--- src/inc/tss_regs.svh ---
// register map, codes, field positions and timing constants
`ifndef TSS_REGS_SVH
`define TSS_REGS_SVH
// byte addresses
`define TSS_ADR_SRC       8'h00
`define TSS_ADR_PAT       8'h04
`define TSS_ADR_PER       8'h08
`define TSS_ADR_SETUP     8'h0c
`define TSS_ADR_LINES     8'h10
`define TSS_ADR_COUNT     8'h14
`define TSS_ADR_DELAY     8'h18
`define TSS_ADR_SAMP      8'h1c
`define TSS_ADR_CMD       8'h20
`define TSS_ADR_STAT      8'h24
// source and line codes
`define TSS_SRC_IMM       5'h00
`define TSS_SRC_PAT       5'h01
`define TSS_SRC_POS0      5'h02
`define TSS_SRC_NEG0      5'h0a
`define TSS_SRC_MAX       5'h11
`define TSS_LINE_NONE     4'h8
// reset values
`define TSS_RST_COUNT     31'h0000_0001
`define TSS_RST_PER       32'h0000_0000
// field positions
`define TSS_PAT_ARM_TMR   24
`define TSS_LN_OUT_LSB    0
`define TSS_LN_IN_LSB     8
`define TSS_LN_CFG_LSB    16
`define TSS_CMD_INIT      0
`define TSS_CMD_SOFT      1
`define TSS_CMD_ARM       2
`define TSS_ST_ILL        4
`define TSS_ST_REJ        5
// timing
`define TSS_CLK_HZ        125000000
`define TSS_US_PER_S      1000000
`define TSS_US_CYC        (`TSS_CLK_HZ / `TSS_US_PER_S)
`define TSS_SETUP_MAX_S   167
`define TSS_SETUP_MAX_US  (`TSS_SETUP_MAX_S * `TSS_US_PER_S)
`endif

--- src/inc/tss_pkg.sv ---
// types shared by the trigger source select block
package tss_pkg;
    typedef enum logic [2:0] {
        TSS_IDLE = 3'h0,
        TSS_INIT = 3'h1,
        TSS_ARM  = 3'h2,
        TSS_TRIG = 3'h3,
        TSS_DLY  = 3'h4
    } tss_state_t;

    // pattern trigger mask, bus lines in the low byte
    typedef struct packed {
        logic       sw;
        logic       tmr;
        logic [7:0] dio;
        logic [7:0] bus;
    } tss_pat_t;
endpackage

--- src/tss_top.sv ---
// trigger source select with trigger layer sequencer and wishbone registers
//
// Function
// - source select holds codes 0..17, resets to immediate 0.
// - immediate source skips trigger layer after arm, acquisition starts.
// - pattern code 1 combines bus, dio, timer and software events.
// - codes 2..9 trigger on rising edge of bus line 0..7.
// - codes 10..17 trigger on falling edge of bus line 0..7.
// - timer setup selects pattern, timer only, period up to 167 s.
// - output and input line selectors, 0..7 line, 8 none, reset 8.
// - combined events go out on one reserved line, read back from the selected input line.
// - master drives events on output line only when configured as output.
// - master takes own events from input line, may differ from output.
// - timer period 0 to 4294.967295 s in microseconds, resets zero.
// - timer never enabled as arm and trigger source at once.
// - timer chosen only through pattern masks, no dedicated code.
// - trigger count 1..2^31-1, zero unlimited, resets to 1.
// - trigger delay rounded to whole sample periods.
// - software trigger only legal with pattern source, else flagged.
// - initiate command moves idle layer to init layer.
//
// Implementation choices: register access over Wishbone and the address map.
`include "tss_regs.svh"
module tss_top #(
    parameter logic [31:0] SAMP_PERIOD_US = 32'h0000_03e8
) (
    // clock and reset
    input  wire logic        core_clk_i,
    input  wire logic        resetn_i,
    // wishbone slave
    input  wire logic        wb_cyc_i,
    input  wire logic        wb_stb_i,
    input  wire logic        wb_we_i,
    input  wire logic [7:0]  wb_adr_i,
    input  wire logic [3:0]  wb_sel_i,
    input  wire logic [31:0] wb_dat_i,
    output logic      [31:0] wb_dat_o,
    output logic             wb_ack_o,
    // trigger bus pins
    input  wire logic [7:0]  trig_bus_i,
    output logic      [7:0]  trig_bus_o,
    output logic      [7:0]  trig_bus_oe_o,
    // other event sources
    input  wire logic [7:0]  dio_i,
    input  wire logic        arm_evt_i,
    // sequencer outputs
    output logic             trig_evt_o,
    output logic             acq_start_o,
    output logic      [2:0]  state_o
);
    localparam int NIN = 16;

    tss_pkg::tss_state_t state_r;
    tss_pkg::tss_pat_t   pat_r;
    tss_pkg::tss_pat_t   pat_nxt;
    logic [4:0]          trig_src_sel_r;
    logic                arm_tmr_r;
    logic [31:0]         timer_src_period_r;
    logic [3:0]          combined_evt_out_line_r;
    logic [3:0]          combined_evt_in_line_r;
    logic [7:0]          bus_cfg_r;
    logic [30:0]         trig_repeat_count_r;
    logic [31:0]         dly_r;
    logic [31:0]         samp_r;
    logic                soft_ill_r;
    logic                cfg_rej_r;
    logic                ack_r;
    logic [31:0]         dat_r;
    logic [NIN-1:0]      s1_r;
    logic [NIN-1:0]      s2_r;
    logic [NIN-1:0]      s3_r;
    logic [NIN-1:0]      lvl_r;
    logic [NIN-1:0]      rise;
    logic [NIN-1:0]      fall;
    logic [7:0]          pre_r;
    logic [31:0]         tmr_cnt_r;
    logic                tmr_evt_r;
    logic [31:0]         smp_cnt_r;
    logic                comb_evt_r;
    logic                comb_d1_r;
    logic [7:0]          bus_o_r;
    logic [7:0]          bus_oe_r;
    logic [30:0]         rem_r;
    logic [34:0]         acc_r;
    logic                trg_r;
    logic                acq_r;

    // bus decode
    logic [7:0]  adr;
    logic        req;
    logic        wr;
    logic [31:0] wmask;
    logic [31:0] wd;
    assign adr   = {wb_adr_i[7:2], 2'h0};
    assign req   = wb_cyc_i & wb_stb_i & ~ack_r;
    assign wr    = req & wb_we_i;
    assign wmask = {{8{wb_sel_i[3]}}, {8{wb_sel_i[2]}},
                    {8{wb_sel_i[1]}}, {8{wb_sel_i[0]}}};
    assign wd    = wb_dat_i & wmask;

    logic cmd_wr;
    logic cmd_init;
    logic cmd_soft;
    logic cmd_arm;
    assign cmd_wr   = wr & (adr == `TSS_ADR_CMD);
    assign cmd_init = cmd_wr & wd[`TSS_CMD_INIT];
    assign cmd_soft = cmd_wr & wd[`TSS_CMD_SOFT];
    assign cmd_arm  = cmd_wr & wd[`TSS_CMD_ARM];

    // configuration writes that would break the source rules
    logic rej_src;
    logic rej_pat;
    logic rej_setup;
    logic rej;
    assign pat_nxt   = tss_pkg::tss_pat_t'(wd[17:0]);
    assign rej_src   = (adr == `TSS_ADR_SRC) &
                       (wd > {27'h0, `TSS_SRC_MAX});
    assign rej_pat   = (adr == `TSS_ADR_PAT) & pat_nxt.tmr &
                       wd[`TSS_PAT_ARM_TMR];
    assign rej_setup = (adr == `TSS_ADR_SETUP) &
                       ((wd > 32'(`TSS_SETUP_MAX_US)) | arm_tmr_r);
    assign rej       = wr & (rej_src | rej_pat | rej_setup);

    // wishbone answer: one cycle after the request, unmapped reads zero
    always_ff @(posedge core_clk_i) begin
        if (!resetn_i) begin
            ack_r <= 1'b0;
            dat_r <= 32'h0;
        end else begin
            ack_r <= req;
            if (req) begin
                case (adr)
                    `TSS_ADR_SRC:   dat_r <= {27'h0, trig_src_sel_r};
                    `TSS_ADR_PAT:   dat_r <= {7'h0, arm_tmr_r, 6'h0, pat_r};
                    `TSS_ADR_PER:   dat_r <= timer_src_period_r;
                    `TSS_ADR_LINES: dat_r <= {8'h0, bus_cfg_r, 4'h0,
                                              combined_evt_in_line_r, 4'h0,
                                              combined_evt_out_line_r};
                    `TSS_ADR_COUNT: dat_r <= {1'b0, trig_repeat_count_r};
                    `TSS_ADR_DELAY: dat_r <= dly_r;
                    `TSS_ADR_SAMP:  dat_r <= samp_r;
                    `TSS_ADR_STAT:  dat_r <= {26'h0, cfg_rej_r, soft_ill_r,
                                              1'b0, state_r};
                    default:        dat_r <= 32'h0;
                endcase
            end
        end
    end
    assign wb_ack_o = ack_r;
    assign wb_dat_o = dat_r;

    // configuration registers
    always_ff @(posedge core_clk_i) begin
        if (!resetn_i) begin
            trig_src_sel_r          <= `TSS_SRC_IMM;
            pat_r                   <= '0;
            arm_tmr_r               <= 1'b0;
            timer_src_period_r      <= `TSS_RST_PER;
            combined_evt_out_line_r <= `TSS_LINE_NONE;
            combined_evt_in_line_r  <= `TSS_LINE_NONE;
            bus_cfg_r               <= 8'h0;
            trig_repeat_count_r     <= `TSS_RST_COUNT;
            dly_r                   <= 32'h0;
            samp_r                  <= SAMP_PERIOD_US;
        end else if (wr && !rej) begin
            case (adr)
                `TSS_ADR_SRC:   trig_src_sel_r <= wd[4:0];
                `TSS_ADR_PAT: begin
                    pat_r     <= pat_nxt;
                    arm_tmr_r <= wd[`TSS_PAT_ARM_TMR];
                end
                `TSS_ADR_PER:   timer_src_period_r <= wd;
                `TSS_ADR_SETUP: begin
                    trig_src_sel_r     <= `TSS_SRC_PAT;
                    pat_r              <= '{sw: 1'b0, tmr: 1'b1,
                                            dio: 8'h0, bus: 8'h0};
                    timer_src_period_r <= wd;
                end
                `TSS_ADR_LINES: begin
                    if (wd[`TSS_LN_OUT_LSB+:4] <= `TSS_LINE_NONE) begin
                        combined_evt_out_line_r <= wd[`TSS_LN_OUT_LSB+:4];
                    end
                    if (wd[`TSS_LN_IN_LSB+:4] <= `TSS_LINE_NONE) begin
                        combined_evt_in_line_r <= wd[`TSS_LN_IN_LSB+:4];
                    end
                    bus_cfg_r <= wd[`TSS_LN_CFG_LSB+:8];
                end
                `TSS_ADR_COUNT: trig_repeat_count_r <= wd[30:0];
                `TSS_ADR_DELAY: dly_r <= wd;
                `TSS_ADR_SAMP: begin
                    if (wd != 32'h0) begin
                        samp_r <= wd;
                    end
                end
                default: begin
                end
            endcase
        end
    end

    // sticky error flags, write one to clear, a new event wins
    logic src_is_pat;
    logic stat_wr;
    assign src_is_pat = (trig_src_sel_r == `TSS_SRC_PAT);
    assign stat_wr    = wr & (adr == `TSS_ADR_STAT);
    always_ff @(posedge core_clk_i) begin
        if (!resetn_i) begin
            soft_ill_r <= 1'b0;
            cfg_rej_r  <= 1'b0;
        end else begin
            if (cmd_soft && !src_is_pat) begin
                soft_ill_r <= 1'b1;
            end else if (stat_wr && wd[`TSS_ST_ILL]) begin
                soft_ill_r <= 1'b0;
            end
            if (rej) begin
                cfg_rej_r <= 1'b1;
            end else if (stat_wr && wd[`TSS_ST_REJ]) begin
                cfg_rej_r <= 1'b0;
            end
        end
    end

    // pin synchronisers and edge detect, bus lines low, dio high
    logic [NIN-1:0] pins;
    assign pins = {dio_i, trig_bus_i};
    genvar gi;
    generate
        for (gi = 0; gi < NIN; gi++) begin : g_sync
            always_ff @(posedge core_clk_i) begin
                if (!resetn_i) begin
                    s1_r[gi]  <= 1'b0;
                    s2_r[gi]  <= 1'b0;
                    s3_r[gi]  <= 1'b0;
                    lvl_r[gi] <= 1'b0;
                end else begin
                    s1_r[gi] <= pins[gi];
                    s2_r[gi] <= s1_r[gi];
                    s3_r[gi] <= s2_r[gi];
                    if (s2_r[gi] == s3_r[gi]) begin
                        lvl_r[gi] <= s3_r[gi];
                    end
                end
            end
            assign rise[gi] = (s2_r[gi] == s3_r[gi]) & s3_r[gi] &
                              ~lvl_r[gi];
            assign fall[gi] = (s2_r[gi] == s3_r[gi]) & ~s3_r[gi] &
                              lvl_r[gi];
        end
    endgenerate

    // microsecond prescaler, trigger timer and sample clock
    logic us_tick;
    logic per_wr;
    assign us_tick = (pre_r == 8'(`TSS_US_CYC - 1));
    assign per_wr  = wr & ((adr == `TSS_ADR_PER) | (adr == `TSS_ADR_SETUP));
    always_ff @(posedge core_clk_i) begin
        if (!resetn_i) begin
            pre_r <= 8'h0;
        end else begin
            pre_r <= us_tick ? 8'h0 : pre_r + 8'h1;
        end
    end

    always_ff @(posedge core_clk_i) begin
        if (!resetn_i) begin
            tmr_cnt_r <= 32'h0;
            tmr_evt_r <= 1'b0;
        end else begin
            tmr_evt_r <= 1'b0;
            if (per_wr || timer_src_period_r == 32'h0) begin
                tmr_cnt_r <= 32'h0;
            end else if (us_tick) begin
                if (tmr_cnt_r == timer_src_period_r - 32'h1) begin
                    tmr_cnt_r <= 32'h0;
                    tmr_evt_r <= 1'b1;
                end else begin
                    tmr_cnt_r <= tmr_cnt_r + 32'h1;
                end
            end
        end
    end

    logic smp_tick;
    assign smp_tick = us_tick & (smp_cnt_r >= samp_r - 32'h1);
    always_ff @(posedge core_clk_i) begin
        if (!resetn_i) begin
            smp_cnt_r <= 32'h0;
        end else if (us_tick) begin
            smp_cnt_r <= smp_tick ? 32'h0 : smp_cnt_r + 32'h1;
        end
    end

    // combined pattern event, held two cycles on the pin so that
    // a three-stage synchroniser reading it back still sees it
    logic pat_evt;
    logic ret_evt;
    assign pat_evt = |(pat_r.bus & rise[7:0]) | |(pat_r.dio & rise[15:8]) |
                     (pat_r.tmr & tmr_evt_r) |
                     (pat_r.sw & cmd_soft & src_is_pat);
    assign ret_evt = (combined_evt_in_line_r == `TSS_LINE_NONE) ?
                     comb_evt_r :
                     rise[combined_evt_in_line_r[2:0]];
    always_ff @(posedge core_clk_i) begin
        if (!resetn_i) begin
            comb_evt_r <= 1'b0;
            comb_d1_r  <= 1'b0;
            bus_o_r    <= 8'h0;
            bus_oe_r   <= 8'h0;
        end else begin
            comb_evt_r <= pat_evt;
            comb_d1_r  <= comb_evt_r;
            for (int i = 0; i < 8; i++) begin
                bus_oe_r[i] <= bus_cfg_r[i] &
                    (combined_evt_out_line_r == 4'(i));
                bus_o_r[i]  <= bus_cfg_r[i] & (comb_evt_r | comb_d1_r) &
                    (combined_evt_out_line_r == 4'(i));
            end
        end
    end
    assign trig_bus_o    = bus_o_r;
    assign trig_bus_oe_o = bus_oe_r;

    // trigger selection
    logic [4:0] pos_idx;
    logic [4:0] neg_idx;
    logic       trig_hit;
    assign pos_idx = trig_src_sel_r - `TSS_SRC_POS0;
    assign neg_idx = trig_src_sel_r - `TSS_SRC_NEG0;
    always_comb begin
        trig_hit = 1'b0;
        if (src_is_pat) begin
            trig_hit = ret_evt;
        end else if (trig_src_sel_r >= `TSS_SRC_NEG0) begin
            trig_hit = fall[neg_idx[2:0]];
        end else if (trig_src_sel_r >= `TSS_SRC_POS0) begin
            trig_hit = rise[pos_idx[2:0]];
        end
    end

    // rounded half up: start once 2*acc > 2*delay - period
    logic [34:0] dly2;
    logic [34:0] smp35;
    logic [34:0] tgt;
    logic        arm_evt;
    logic        last;
    assign dly2    = {2'h0, dly_r, 1'b0};
    assign smp35   = {3'h0, samp_r};
    assign tgt     = (dly2 >= smp35) ? dly2 - smp35 + 35'h1 :
                     35'h0;
    assign arm_evt = arm_evt_i | cmd_arm | (arm_tmr_r & tmr_evt_r);
    assign last    = (trig_repeat_count_r != 31'h0) && (rem_r <= 31'h1);

    // trigger state machine
    always_ff @(posedge core_clk_i) begin
        if (!resetn_i) begin
            state_r <= tss_pkg::TSS_IDLE;
            rem_r   <= `TSS_RST_COUNT;
            acc_r   <= 35'h0;
            trg_r   <= 1'b0;
            acq_r   <= 1'b0;
        end else begin
            trg_r <= 1'b0;
            acq_r <= 1'b0;
            case (state_r)
                tss_pkg::TSS_IDLE: begin
                    if (cmd_init) begin
                        state_r <= tss_pkg::TSS_INIT;
                    end
                end
                tss_pkg::TSS_INIT: begin
                    state_r <= tss_pkg::TSS_ARM;
                end
                tss_pkg::TSS_ARM: begin
                    rem_r <= trig_repeat_count_r;
                    if (arm_evt) begin
                        if (trig_src_sel_r == `TSS_SRC_IMM) begin
                            acq_r <= 1'b1;
                        end else begin
                            state_r <= tss_pkg::TSS_TRIG;
                        end
                    end
                end
                tss_pkg::TSS_TRIG: begin
                    if (trig_hit) begin
                        trg_r   <= 1'b1;
                        acc_r   <= 35'h0;
                        state_r <= tss_pkg::TSS_DLY;
                    end
                end
                tss_pkg::TSS_DLY: begin
                    if (acc_r >= tgt) begin
                        acq_r   <= 1'b1;
                        rem_r   <= rem_r - 31'h1;
                        state_r <= last ? tss_pkg::TSS_ARM :
                                          tss_pkg::TSS_TRIG;
                    end else if (smp_tick) begin
                        acc_r <= acc_r + {2'h0, samp_r, 1'b0};
                    end
                end
                default: state_r <= tss_pkg::TSS_IDLE;
            endcase
        end
    end
    assign trig_evt_o  = trg_r;
    assign acq_start_o = acq_r;
    assign state_o     = state_r;

    // checks
    AST_SRC_RANGE: assert property (@(posedge core_clk_i) disable iff
        (!resetn_i) trig_src_sel_r <= `TSS_SRC_MAX)
        else $error("source code out of range");
    AST_IMM_SKIP: assert property (@(posedge core_clk_i) disable iff
        (!resetn_i) (state_r == tss_pkg::TSS_ARM && arm_evt &&
        trig_src_sel_r == `TSS_SRC_IMM) |=> acq_r &&
        state_r == tss_pkg::TSS_ARM)
        else $error("immediate did not start at once");
    AST_POS_EDGE: assert property (@(posedge core_clk_i) disable iff
        (!resetn_i) (state_r == tss_pkg::TSS_TRIG &&
        trig_src_sel_r >= `TSS_SRC_POS0 && trig_src_sel_r < `TSS_SRC_NEG0
        && rise[pos_idx[2:0]]) |=> trg_r ##1 !trg_r)
        else $error("rising edge missed");
    AST_NEG_EDGE: assert property (@(posedge core_clk_i) disable iff
        (!resetn_i) (state_r == tss_pkg::TSS_TRIG &&
        trig_src_sel_r >= `TSS_SRC_NEG0 && fall[neg_idx[2:0]])
        |=> trg_r && state_r == tss_pkg::TSS_DLY)
        else $error("falling edge missed");
    AST_LINE_RANGE: assert property (@(posedge core_clk_i) disable iff
        (!resetn_i) combined_evt_out_line_r <= `TSS_LINE_NONE &&
        combined_evt_in_line_r <= `TSS_LINE_NONE)
        else $error("line selector out of range");
    AST_OUT_DRIVE: assert property (@(posedge core_clk_i) disable iff
        (!resetn_i) $rose(comb_evt_r) && $stable(combined_evt_out_line_r)
        && $stable(bus_cfg_r) |=> (trig_bus_o == (bus_cfg_r &
        (8'h1 << combined_evt_out_line_r))))
        else $error("combined event not driven");
    AST_TMR_EXCL: assert property (@(posedge core_clk_i) disable iff
        (!resetn_i) !(pat_r.tmr && arm_tmr_r))
        else $error("timer used as arm and trigger");
    AST_SOFT_ILL: assert property (@(posedge core_clk_i) disable iff
        (!resetn_i) cmd_soft && !src_is_pat |=> soft_ill_r && !comb_evt_r)
        else $error("illegal software trigger not flagged");
    AST_INIT: assert property (@(posedge core_clk_i) disable iff
        (!resetn_i) state_r == tss_pkg::TSS_IDLE && cmd_init
        |=> state_r == tss_pkg::TSS_INIT ##1 state_r == tss_pkg::TSS_ARM)
        else $error("initiate did not reach init");
    AST_EDGE_PULSE: assert property (@(posedge core_clk_i) disable iff
        (!resetn_i) rise[0] |=> !rise[0] && lvl_r[0])
        else $error("edge pulse longer than one cycle");
endmodule

--- config.mk ---
export PLATFORM = sky130hd
export DESIGN_NAME = tss_top
export DESIGN_NICKNAME = d
export VERILOG_FILES = /design/src/inc/tss_pkg.sv /design/src/tss_top.sv
export VERILOG_INCLUDE_DIRS = /design/src /design/src/inc
export SDC_FILE = /design/constraint.sdc
export NUM_CORES = 1
export LEC_CHECK = 0
export BUFFER_PORTS_ARGS = -buffer_cell sky130_fd_sc_hd__clkbuf_2
export CORE_MARGIN = 4
export CORE_UTILIZATION = 25
export DETAILED_ROUTE_END_ITERATION = 7
export REMOVE_ABC_BUFFERS = 1
export SLEW_MARGIN = 20
export SYNTH_ARGS = -nofsm -noshare
export SYNTH_HDL_FRONTEND = slang
export SYNTH_SLANG_ARGS = --single-unit
--- constraint.sdc ---
create_clock -name core_clk_i -period 6.11 [get_ports core_clk_i]
set_input_delay 0.9165 -clock core_clk_i [delete_from_list [all_inputs] [get_ports core_clk_i]]
set_output_delay 0.9165 -clock core_clk_i [all_outputs]
set_load 0.02 [all_outputs]
==> impl_metrics.toml <==
[floorplanning]
core.rowCount = 118
ios = 120
initial_core_util = 0.252
core_area_mm2 = 0.104
die_x_um = 331
die-area_mm2 = 0.110
die_y_um = 331

[route]
route.met3.wl_mm = 9.51
wl_met2_mm = 40.8
drc = 0
first_pass_iters = 6
highest_layer = "met5"
vias_per_cell = 5.19
antenna_left = 0
dr.first_iter.drc_count = 2326
m1WireLength_mm = 42.3
wl_mm = 96.7
vias = 25100
wire_per_inst_um = 20.0

[logic_synthesis]
synth-compound-area-share = 0.178
synth_common_cells = "dfxtp_1, nor2_1, nand2_1"
synth_edf_count = 0
syn_area_mm2 = 0.0261
synthMuxAreaShare = 0.0542
synthArstFlopShare = 0
yosysSeqAreaShare = 0.328
synthAdderAreaFrac = 0.0811
yosys.area_share.xor_xnor = 0.0722
synthCells = 3232
yosys-top-cells-area = "dfxtp_1, ha_1, nor2_1"
yosysWarnings = 0
synth-simple-area-share = 0.245
ys_ff_latch = 427
yosysTopAreaCell = "dfxtp_1"
synth_area_per_cell_um2 = 8.08
synth_top_family_by_area = "simple AND/OR/NAND/NOR gates"
synth_top_area_share = 0.328
yosysUniqueCellTypes = 94
synth_flop_cell = "dfxtp_1"
yosysMostFrequentCell = "dfxtp_1"

[grt]
grt_overflow = 0
antenna_found_initial = 6
grt_pass1_vias = 23200
grt_max_degree = 116
grt_pass1_wl_mm = 144
track_usage = 0.169

[critical_path]
start_kind = "flip-flop"
path_max_fanout = 5
rr_endpoint = "acc_r[11]$_SDFFE_PN0P_"
crit_type = "flip-flop to flip-flop"
cp.required_ns = 6.62
cp-end-kind = "flip-flop"
reg2reg_from = "dly_r[9]$_SDFFE_PN0P_"
cp.arrival_ns = 6.51
reg2regPathDepth = 24
r2r_setup_slack_ns = 0.11

[clocking]
cts_tree = "yes"
root_buffer = "clkbuf_16"
clockBufferDepth = 3
h-tree-depth = 2
clk_pin_slew_ns = 0.06
cts_buffers = 50
cts.sinks = 427
clk_latency_ns = 0.64

[hold_path]
min_path_type = "flip-flop to flip-flop"
hold_depth = 1
hp-start = "s1_r[3]$_SDFF_PN0_"
holdPathEnd = "s2_r[3]$_SDFF_PN0_"

[flow_run]
max_cap_viol_count = 0

[layout]
n_fill_cell = 11000
finalNetCount = 3658
area_growth_pct = 21.4
ff_latch_area_mm2 = 0.00856
final_layout_size_suffix_gt1_frac = 0.158
multi_input_area_mm2 = 0.0169

[status]
outcome = "completed"

[power_and_ir_drop]
peakVddDrop_mv = 0.267
static-leakage-power_nw = 12.5
power.density_mw_per_mm2 = 203

[timing]
layout_min_cycle_time_ns = 6.00
finalHoldViolCount = 0
holdWs_ns = 0.430
setup_violations = 0
fin_crit_sh = 0.982
worst_slack_ns = 0.108
finClkSkew_ns = 0.0676
worst_pin_slew_ns = 1.02
fmax_mhz = 167
worst_slew_margin_rel = 0.316
slew_viol_final = 0
rsz0062_at_grt = "true"

[placement]
preCtsSetupSlack_ns = 0.0357
hpwl_mm = 73.7
io_buffers = 117
finalWeightedCongestion = 0.935
cells in the final DEF, fill, tap and decap left out, drive strengths merged, types with 14 or more instances in the layout:
master  synthesis  final
a22oi          42     42
o31ai          27     27
nor4           49     49
a31oi          28     28
nand2         343    343
mux2i         102    102
xor2           82     82
nand2b         22     22
buf            33    206
a21oi         244    244
nor2b          30     30
o21ai          91     91
nand4          51     51
ha            166    166
nand3          86     86
xnor2         133    133
nor2          386    386
a21o           61     61
inv            90     92
o211ai         37     37
dfxtp         427    427
or4            19     19
a211oi         23     23
and2           90     90
a221oi         17     17
or3            41     41
nor3b          14     14
nor3           89     89
clkbuf        152    184
and3           49     49
worst max-delay path, cell delays in order, from the launching register on:
cell and delay (ns):
dfxtp_4 0.36, ha_4 0.21, a211o_1 0.33, a2111oi_4 0.45, nor3b_2 0.11, a211o_1 0.33, or4_4 0.45, o311ai_4 0.12
nand2_2 0.12, or4_4 0.59, xor2_1 0.18, nand2_1 0.11, ha_4 0.24, buf_6 0.11, a21o_1 0.16, a21oi_2 0.15
nand2_1 0.07, o31a_1 0.31, a211oi_2 0.26, o31a_1 0.23, a31oi_4 0.18, buf_6 0.20, clkbuf_16 0.15, or3_1 0.34
a21oi_1 0.12
stage by stage:
| step | utilization | power (mW) | TNS, ns | std cells | area, µm² |
|---|---|---|---|---|---|
| floorplan | - | 3.05 | -117.17 | 3047 | 25300 |
| global placement | 0.282 | 3.23 | 0 | 4730 | 29200 |
| detailed placement | 0.282 | 3.23 | 0 | 4730 | 29200 |
| CTS | 0.300 | 6.48 | 0 | 4823 | 31100 |
| global route | 0.306 | 6.62 | -1.32 | 4847 | 31700 |
| finish | 0.306 | 6.44 | 0 | 4848 | 31700 |
logic make-up after synthesis:
| logic type | count (synthesis) |
|---|---|
| xor gates and xnor gates | 215 |
| DFF | 427 |
| AOI/OAI and AO/OA | 701 |
| muxes | 126 |
| buffers and inverters | 275 |
| and+or+nand+nor | 1320 |
| adders and majority gates | 168 |
how the worst max path moves through the flow:
| stage | startpoint | endpoint | cells past startpoint |
|---|---|---|---|
| 4_1_cts | samp_r[4]$_SDFFE_PN0P_ | acc_r[18]$_SDFFE_PN0P_ | 28 |
| 3_3_place_gp | samp_r[4]$_SDFFE_PN0P_ | acc_r[23]$_SDFFE_PN0P_ | 28 |
| 6_report | dly_r[9]$_SDFFE_PN0P_ | acc_r[11]$_SDFFE_PN0P_ | 24 |
| 2_1_floorplan | samp_r[2]$_SDFFE_PN0P_ | rem_r[4]$_SDFFE_PN0P_ | 22 |
| 3_5_place_dp | samp_r[4]$_SDFFE_PN0P_ | acc_r[34]$_SDFFE_PN0P_ | 25 |
| 5_1_grt | samp_r[1]$_SDFFE_PN0P_ | acc_r[33]$_SDFFE_PN0P_ | 27 |
power by group:
group	internal, mW	total, mW	switching (mW)
sequential	2.81	2.83	0.0197
clock	1.92	3.26	1.35
combinational	0.107	0.347	0.240
total	4.84	6.44	1.61
cell type report:
| class | instances | area share |
|---|---|---|
| clock inverter | 27 | 0.0126 |
| clock buffer | 65 | 0.0438 |
| sequential | 427 | 0.270 |
| timing repair buffer | 325 | 0.0740 |
| inverter | 90 | 0.0109 |
| tap | 1380 | 0.0545 |
| antenna | 4 | 0.000316 |
| multi-input combinational | 2530 | 0.534 |
sequential cells by signal, indices dropped and copies added, names as in the netlist, 3 cells and up:
signal	count
lvl_r	16
acc_r	34
combined_evt_out_line_r	4
samp_r	32
trig_bus_oe_o	8
trig_src_sel_r	5
state_o	3
trig_repeat_count_r	31
smp_cnt_r	32
dly_r	32
s2_r	16
pat_r	18
timer_src_period_r	32
bus_cfg_r	8
combined_evt_in_line_r	4
s1_r	16
s3_r	16
trig_bus_o	8
wb_dat_o	32
pre_r	8
rem_r	31
tmr_cnt_r	32
per-layer routing:
layer | up-vias | GRT usage
li1 | 12000 | -
met1 | 11900 | 0.231
met2 | 1072 | 0.255
met3 | 191 | 0.0415
met4 | 2 | 0.0632
met5 | - | 0
what timing repair did:
item                       CTS  global route
gates cloned                 0             3
setup endpoints to repair    9            69
gates resized for setup      2            86
pin swaps                    1            66
hold endpoints to repair     0             0
buffers inserted             1            20
hold buffers                 0             0
Note: power is estimated with default switching activity, not from simulation.
